===== src/gst_defines.svh =====
// register offsets, field positions and reset values for the gated 16-bit timer
// assumes inclusion by bare name from package and modules
`ifndef GST_DEFINES_SVH
`define GST_DEFINES_SVH
`define GST_ADDR_W 4
`define GST_OFS_CTRL 4'h0
`define GST_OFS_GATE 4'h1
`define GST_OFS_CNT_LO 4'h2
`define GST_OFS_CNT_HI 4'h3
`define GST_OFS_OSC2 4'h4
`define GST_OFS_IRQ_STAT 4'h5
`define GST_OFS_IRQ_CLR 4'h6
`define GST_OFS_IRQ_EN 4'h7
`define GST_OFS_SECONDARY_OSCILLATOR_EN_OTHERS 4'h8
`define GST_CTRL_ON 0
`define GST_CTRL_SIXTEEN_BIT_ACCESS_SELECT 1
`define GST_CTRL_CS 2
`define GST_CTRL_SECONDARY_OSC_ENABLE 3
`define GST_CTRL_PS_LO 4
`define GST_CTRL_PS_HI 5
`define GST_GATE_EN 7
`define GST_GATE_POL 6
`define GST_OSC2_FORCE 3
`define GST_IRQ_OVF 0
`define GST_CTRL_RST 8'h00
`define GST_GATE_RST 8'h00
`define GST_BYTE_ZERO 8'h00
`define GST_CNT_ONES 16'hffff
`define GST_CNT_ZERO 16'h0000
`define GST_PS_ZERO 3'h0
`define GST_OTHERS_RST 3'h0
`endif


===== src/gst_pkg.sv =====
// types shared by the gated 16-bit timer
// assumes gst_defines.svh on the include path
`include "gst_defines.svh"
package gst_pkg;
    typedef logic [7:0] gst_byte_t;
    typedef logic [15:0] gst_count_t;
    typedef enum logic [1:0] {
        GST_SRC_SYS = 2'b01,
        GST_SRC_OSC = 2'b10
    } gst_src_t;
endpackage


===== src/gst_edge_sync.sv =====
// two-flop synchroniser with rising-edge and level output
// assumes a raw asynchronous pin input and the system clock
module gst_edge_sync
    import gst_pkg::*;
(
    input wire logic clk_sys,
    input wire logic rst_b,
    input wire logic ce,
    input wire logic pin_in,
    output logic level,
    output logic rise
);
    logic meta_reg;
    logic sync_reg;
    logic last_reg;

    ////////////////////////////////////////////////////////////////////////
    // first flop feeds only the second; edge taken from stable copies
    always_ff @(posedge clk_sys or negedge rst_b) begin
        if (!rst_b) begin
            meta_reg <= 1'b0;
            sync_reg <= 1'b0;
            last_reg <= 1'b0;
        end else if (ce) begin
            meta_reg <= pin_in;
            sync_reg <= meta_reg;
            last_reg <= sync_reg;
        end
    end

    assign level = sync_reg;
    assign rise = sync_reg & ~last_reg;
endmodule


===== src/gst_timer.sv =====
// gated 16-bit timer: counter, buffered access, clock and gate selection
// assumes a byte register port on clk_sys; oscillator and gate arrive as raw pins
`include "gst_defines.svh"

////////////////////////////////////////////////////////////////////////////
module gst_timer
    import gst_pkg::*;
(
    input wire logic clk_sys,
    input wire logic rst_b,
    input wire logic clk_en,
    input wire logic [`GST_ADDR_W-1:0] reg_addr,
    input wire logic [7:0] reg_wdata,
    input wire logic reg_wr,
    input wire logic reg_rd,
    output logic [7:0] reg_rdata,
    input wire logic secondary_oscillator,
    input wire logic gate_input,
    output logic secondary_osc_run,
    output logic irq
);
    gst_byte_t timer_control_reg;
    gst_byte_t gate_control_reg;
    gst_byte_t osc_control_two_reg;
    logic [2:0] others_en_reg;
    gst_count_t count_reg;
    gst_count_t count_next;
    gst_byte_t hi_buf_reg;
    logic [2:0] ps_reg;
    logic [2:0] ps_next;
    logic irq_stat_reg;
    logic irq_en_reg;
    gst_byte_t rdata_reg;
    gst_byte_t rdata_next;
    gst_src_t src;
    logic osc_level;
    logic osc_rise;
    logic gate_level;
    logic gate_unused_rise;

    // prescale divide by 2^sel: tick when the low sel bits of the prescaler are all ones
    function automatic logic ps_tick(input logic [2:0] ps, input logic [1:0] sel);
        logic [2:0] mask;
        mask = 3'h0;
        case (sel)
            2'd0: mask = 3'h0;
            2'd1: mask = 3'h1;
            2'd2: mask = 3'h3;
            default: mask = 3'h7;
        endcase
        ps_tick = ((ps & mask) == mask);
    endfunction

    ////////////////////////////////////////////////////////////////////////
    // pin synchronisers: oscillator and gate are asynchronous to clk_sys
    gst_edge_sync u_osc_sync (
        .clk_sys(clk_sys),
        .rst_b(rst_b),
        .ce(clk_en),
        .pin_in(secondary_oscillator),
        .level(osc_level),
        .rise(osc_rise)
    );

    gst_edge_sync u_gate_sync (
        .clk_sys(clk_sys),
        .rst_b(rst_b),
        .ce(clk_en),
        .pin_in(gate_input),
        .level(gate_level),
        .rise(gate_unused_rise)
    );

    ////////////////////////////////////////////////////////////////////////
    // oscillator run request and clock source choice
    // the oscillator is sampled, so it must run well below half of clk_sys
    assign secondary_osc_run = timer_control_reg[`GST_CTRL_SECONDARY_OSC_ENABLE] | (|others_en_reg)
                             | osc_control_two_reg[`GST_OSC2_FORCE];
    assign src = timer_control_reg[`GST_CTRL_CS] ? GST_SRC_OSC : GST_SRC_SYS;

    wire osc_usable = secondary_osc_run & osc_rise;
    wire clk_edge = (src == GST_SRC_OSC) ? osc_usable : 1'b1;

    // gate: count level chosen by polarity, ignored when gating is off
    wire gate_on = gate_control_reg[`GST_GATE_EN];
    wire gate_ok = (gate_level == gate_control_reg[`GST_GATE_POL]);
    wire count_allow = gate_on ? gate_ok : 1'b1;

    wire timer_on = timer_control_reg[`GST_CTRL_ON];
    wire step_edge = timer_on & clk_edge & count_allow;
    wire [1:0] ps_sel = timer_control_reg[`GST_CTRL_PS_HI:`GST_CTRL_PS_LO];
    wire inc = step_edge & ps_tick(ps_reg, ps_sel);
    wire wrap = inc & (count_reg == `GST_CNT_ONES);

    ////////////////////////////////////////////////////////////////////////
    // register decode
    wire buffered = timer_control_reg[`GST_CTRL_SIXTEEN_BIT_ACCESS_SELECT];
    wire wr_ctrl = reg_wr & (reg_addr == `GST_OFS_CTRL);
    wire wr_gate = reg_wr & (reg_addr == `GST_OFS_GATE);
    wire wr_lo = reg_wr & (reg_addr == `GST_OFS_CNT_LO);
    wire wr_hi = reg_wr & (reg_addr == `GST_OFS_CNT_HI);
    wire wr_osc2 = reg_wr & (reg_addr == `GST_OFS_OSC2);
    wire wr_clr = reg_wr & (reg_addr == `GST_OFS_IRQ_CLR);
    wire wr_ien = reg_wr & (reg_addr == `GST_OFS_IRQ_EN);
    wire wr_oth = reg_wr & (reg_addr == `GST_OFS_SECONDARY_OSCILLATOR_EN_OTHERS);
    wire rd_lo = reg_rd & (reg_addr == `GST_OFS_CNT_LO);

    // high byte seen at the high address: buffer in buffered mode, else live
    wire [7:0] hi_view = buffered ? hi_buf_reg : count_reg[15:8];

    always_comb begin
        if (reg_addr == `GST_OFS_CTRL) begin
            rdata_next = timer_control_reg;
        end else if (reg_addr == `GST_OFS_GATE) begin
            rdata_next = gate_control_reg;
        end else if (reg_addr == `GST_OFS_CNT_LO) begin
            rdata_next = count_reg[7:0];
        end else if (reg_addr == `GST_OFS_CNT_HI) begin
            rdata_next = hi_view;
        end else if (reg_addr == `GST_OFS_OSC2) begin
            rdata_next = osc_control_two_reg;
        end else if (reg_addr == `GST_OFS_IRQ_STAT) begin
            rdata_next = {7'h00, irq_stat_reg};
        end else if (reg_addr == `GST_OFS_IRQ_EN) begin
            rdata_next = {7'h00, irq_en_reg};
        end else if (reg_addr == `GST_OFS_SECONDARY_OSCILLATOR_EN_OTHERS) begin
            rdata_next = {5'h00, others_en_reg};
        end else begin
            rdata_next = `GST_BYTE_ZERO; // unmapped and write-only read as zero
        end
    end

    ////////////////////////////////////////////////////////////////////////
    // next count: software writes take priority over the increment in that cycle
    always_comb begin
        count_next = count_reg;
        if (inc) begin
            count_next = count_reg + 16'h0001; // wraps to zero
        end
        if (wr_lo) begin
            if (buffered) begin
                count_next = {hi_buf_reg, reg_wdata}; // all 16 bits together
            end else begin
                count_next = {count_reg[15:8], reg_wdata};
            end
        end else if (wr_hi && !buffered) begin
            count_next = {reg_wdata, count_reg[7:0]}; // live write only when unbuffered
        end
    end

    // prescaler: cleared by a low-byte write only
    always_comb begin
        ps_next = ps_reg;
        if (wr_lo) begin
            ps_next = `GST_PS_ZERO;
        end else if (step_edge) begin
            ps_next = ps_reg + 3'h1;
        end
    end

    ////////////////////////////////////////////////////////////////////////
    // control registers
    always_ff @(posedge clk_sys or negedge rst_b) begin
        if (!rst_b) begin
            timer_control_reg <= `GST_CTRL_RST;
            gate_control_reg <= `GST_GATE_RST;
            osc_control_two_reg <= `GST_BYTE_ZERO;
            others_en_reg <= `GST_OTHERS_RST;
            irq_en_reg <= 1'b0;
        end else if (clk_en) begin
            if (wr_ctrl) timer_control_reg <= reg_wdata;
            if (wr_gate) gate_control_reg <= reg_wdata;
            if (wr_osc2) osc_control_two_reg <= reg_wdata;
            if (wr_oth) others_en_reg <= reg_wdata[2:0];
            if (wr_ien) irq_en_reg <= reg_wdata[`GST_IRQ_OVF];
        end
    end

    // counter, prescaler and high-byte buffer
    always_ff @(posedge clk_sys or negedge rst_b) begin
        if (!rst_b) begin
            count_reg <= `GST_CNT_ZERO;
            ps_reg <= `GST_PS_ZERO;
            hi_buf_reg <= `GST_BYTE_ZERO;
        end else if (clk_en) begin
            count_reg <= count_next;
            ps_reg <= ps_next;
            if (buffered && wr_hi) begin
                hi_buf_reg <= reg_wdata; // buffer only
            end else if (buffered && rd_lo) begin
                hi_buf_reg <= count_reg[15:8]; // snapshot beside the low byte
            end
        end
    end

    // overflow flag: a new wrap beats a clear in the same cycle
    always_ff @(posedge clk_sys or negedge rst_b) begin
        if (!rst_b) begin
            irq_stat_reg <= 1'b0;
        end else if (clk_en) begin
            if (wrap) begin
                irq_stat_reg <= 1'b1;
            end else if (wr_clr && reg_wdata[`GST_IRQ_OVF]) begin
                irq_stat_reg <= 1'b0;
            end
        end
    end

    // read data stands one cycle after the strobe
    always_ff @(posedge clk_sys or negedge rst_b) begin
        if (!rst_b) begin
            rdata_reg <= `GST_BYTE_ZERO;
        end else if (clk_en) begin
            rdata_reg <= reg_rd ? rdata_next : `GST_BYTE_ZERO;
        end
    end

    assign reg_rdata = rdata_reg;
    assign irq = irq_stat_reg & irq_en_reg;
endmodule

===== config.mk =====
export PLATFORM = sky130hd
export DESIGN_NAME = gst_timer
export DESIGN_NICKNAME = d
export VERILOG_FILES = /design/src/gst_pkg.sv /design/src/gst_edge_sync.sv /design/src/gst_timer.sv
export VERILOG_INCLUDE_DIRS = /design/src /design/src/src
export SDC_FILE = /design/constraint.sdc
export NUM_CORES = 1
export LEC_CHECK = 0
export ABC_AREA = 1
export BUFFER_PORTS_ARGS = -buffer_cell sky130_fd_sc_hd__buf_4
export CAP_MARGIN = 25
export CORE_ASPECT_RATIO = 0.75
export CORE_MARGIN = 1
export CORE_UTILIZATION = 50
export DETAILED_ROUTE_END_ITERATION = 7
export PLACE_DENSITY = 0.68
export SKIP_CTS_REPAIR_TIMING = 1
export SYNTH_ARGS = -nofsm -noshare
export SYNTH_HDL_FRONTEND = slang
export SYNTH_SLANG_ARGS = --single-unit

===== constraint.sdc =====
create_clock -name clk_sys -period 3.7 [get_ports clk_sys]
set_input_delay 0.37 -clock clk_sys [delete_from_list [all_inputs] [get_ports clk_sys]]
set_output_delay 0.37 -clock clk_sys [all_outputs]
set_load 0.005 [all_outputs]

==> metrics <==
GP Congestion=between 0.9 and 1; Tcrit/Tclk final=about three fifths; combinational share of power=a little over a quarter; Layout area overhead=12.3%; Tot Pwr=roughly 2500 uW; DRC errors left=0; Placement Rows=27; initial antenna violation count=0; Worst Tran Pin Value=0.882 ns; number of port buffers=28; Clock Sinks=between 60 and 70; top post-synthesis cells by area=dfrtp_1 43%, nand2_1 22%, o21ai_0 7.9%; clock root cell=clkbuf_8; IO Pins=29; Internal=between 1500 and 2000 uW; commonest cells in the netlist=231 x nand2_1, 69 x dfrtp_1, 63 x o21ai_0, 55 x inv_1, 37 x nor2_1; first-pass iteration count of the detailed router=5; CP max stage delay=0.86 ns; CP Class=flip-flop to flip-flop; switching part of the total=around 39%; DR WL/cell=between 15 and 20 um; post-synth top area cell=dfrtp_1; ANT cells=0; CTS H-tree depth=3; Max-slew headroom=41.2%; DIE AREA=around 8400 sq um; maximum VDD drop=around 0.00031 V; global route total overflow=0; Worst Path Max Fanout=22; Initial DRC Count=between 300 and 400; synth unique cells=32; vias in the first global route=about 3500; mapped cell area=around 4000 sq um; Synth Flop Type=dfrtp_1; final number of max-transition violations=0; Max-Cap Viols=0; Clock Skew=between 0.015 and 0.02 ns; die width=roughly 110 um; Setup crit end kind=flip-flop; layout cells sized above 1=a little over a tenth; reg2reg start=timer_control_reg[1]$_DFFE_PN0P_; clk buf depth=2; pin count of the biggest net entering global routing=70; fin crit period=roughly 2.2 ns; WHS=0.0950 ns; worst path arrival time=about 2.4 ns; area of the multi-input gates=2000 sq um; Post-synth ARST share=100%; FF+latch area=approximately 1700 sq um; Layout Nets=slightly above 600; crit-path leading delay family=flip-flops; CTS tree=built; Clk network pwr share=approximately 26%; share of the synthesized area in the top cell type=between 40 and 50%; CTS Buf Count=9; Psw=966 uW; hpwl dp=between 8000 and 9000 um; crit start category=flip-flop; syn_nets=589; min-delay worst type=primary input to asynchronous set/reset pin; Initial Util=around 53%; Buf/Inv on CP=0; outcome=finished, final reports clean; Critical Path Start=timer_control_reg[1]$_DFFE_PN0P_; Seq cells post-synth=69; antenna viol nets, final=0; Slowest-stage cell, CP=dfrtp_1; die height=roughly 80 um; final non-filler cell total=about 700; PwrDens=556 nW/um^2; sequential share of the synthesized area=43.0%; setup repair after global routing missed its margin=no; DR vias/cell=approximately 5.6; Core Box Area=roughly 7600 sq um; CP Cell Sequence=nand3_4 > a21oi_4 > o211ai_1 > o21ai_0; # fillers=slightly above 700; first-pass GRT wire length=18900 um; CP required=about 4.0 ns; LEAKAGE=approximately 0.0023 uW; Clk Latency, worst-skew pair=about 0.36 ns; worst slack, placed=1.52 ns; FMAX=between 400 and 500 MHz; Flop pwr share=between 40% and 50%; CTS clk-pin slew, worst paths=~0.09 ns; Syn Area/Cell=slightly above 7 sq um; YS warnings=0; TNS Setup=0 ns; Final Worst Setup Slack=1.54 ns; placed instance count=slightly below 700; Routed WL=~12000 um; Largest register FFs=16; Post-synth EDFFs=0; cells after synthesis=~570; final hold viol count=0; Final setup viols=0; Vias=3910; count leader, synth=nand2_1; Tot GR Track Use=between 30% and 40%
worst reg2reg max path, delay by kind of cell (launching register included):
kind             cells  cell delay [ns]
AO/OA/AOI/OAI        3             0.86
flip-flops           1             0.86
AND/OR/NAND/NOR      1             0.37
final timing paths:
path                            slack [ns]                               end  cells past startpoint
worst max-delay path                  1.54         hi_buf_reg[1]$_DFFE_PN0P_                      4
worst min-delay path                  0.09         hi_buf_reg[4]$_DFFE_PN0P_                      1
worst min register to register        0.48  u_gate_sync.meta_reg$_DFFE_PN0P_                      2
worst max register to register        1.54         hi_buf_reg[1]$_DFFE_PN0P_                      4
min in group clk_sys                  0.22   u_osc_sync.meta_reg$_DFFE_PN0P_                      3
max in group asynchronous             2.98          count_reg[3]$_DFFE_PN0P_                      1
kinds of logic (layout without fill, tap and decap cells):
kind of cell | after synthesis | count (layout) | share of synthesized area [%]
AOI/OAI and AO/OA | 96 | 96 | 13.5
xor gates and xnor gates | 7 | 7 | 1.53
adders and majority gates | 2 | 2 | 0.623
buffers and inverters | 71 | 104 | 7.11
DFF | 69 | 69 | 43.0
and+or+nand+nor | 323 | 323 | 34.2
area by class of cell:
class	count	share of cell area [%]
timing repair buffer	28	4.67
inverter	60	5.11
clock inverter	5	1.31
clock buffer	11	3.36
multi-input combinational	428	44.4
tap	101	2.80
sequential	69	38.3
through the flow:
step                      util [%]  instance area, sq um
after floorplan                  -                  4010
after global placement        56.8                  4300
after detailed placement      56.8                  4300
after CTS                     59.5                  4510
after global routing          59.5                  4510
final                         59.5                  4510
per-layer routing:
metal  vias to the layer above  share of wire [%]  track usage [%]
met5                         -                  0                0
met4                         0                1.5             8.45
met3                        17                8.8             6.86
met2                       169                 41             42.4
met1                      1833                 49             46.5
li1                       1891                  -                -
layout by cell type (no fill, tap or decap), types with 2 or more instances in the layout:
cell	Yosys	routed
nor2_4	5	5
inv_2	4	4
nand2_1	231	231
ha_1	2	2
xnor2_1	2	2
nand4_1	9	9
clkinvlp_4	0	2
nor2_1	37	37
a21oi_1	12	12
o21ai_0	63	63
nand3_1	32	32
nand3_4	2	2
o22ai_1	7	7
clkinv_4	1	2
dfrtp_1	69	69
xor2_1	5	5
inv_1	55	55
o211ai_1	7	7
a21oi_4	2	2
nand2_4	2	2
clkbuf_8	0	11
buf_4	0	28
power by group through the flow:
stage | clock network (uW) | registers (uW) | logic (uW)
floorplan | 0 | 1100 | 477
global placement | 0 | 1190 | 645
detailed placement | 0 | 1180 | 655
CTS | 659 | 1170 | 658
global route | 695 | 1210 | 767
finish | 650 | 1190 | 670
Note: power is estimated with default switching activity, not from simulation.
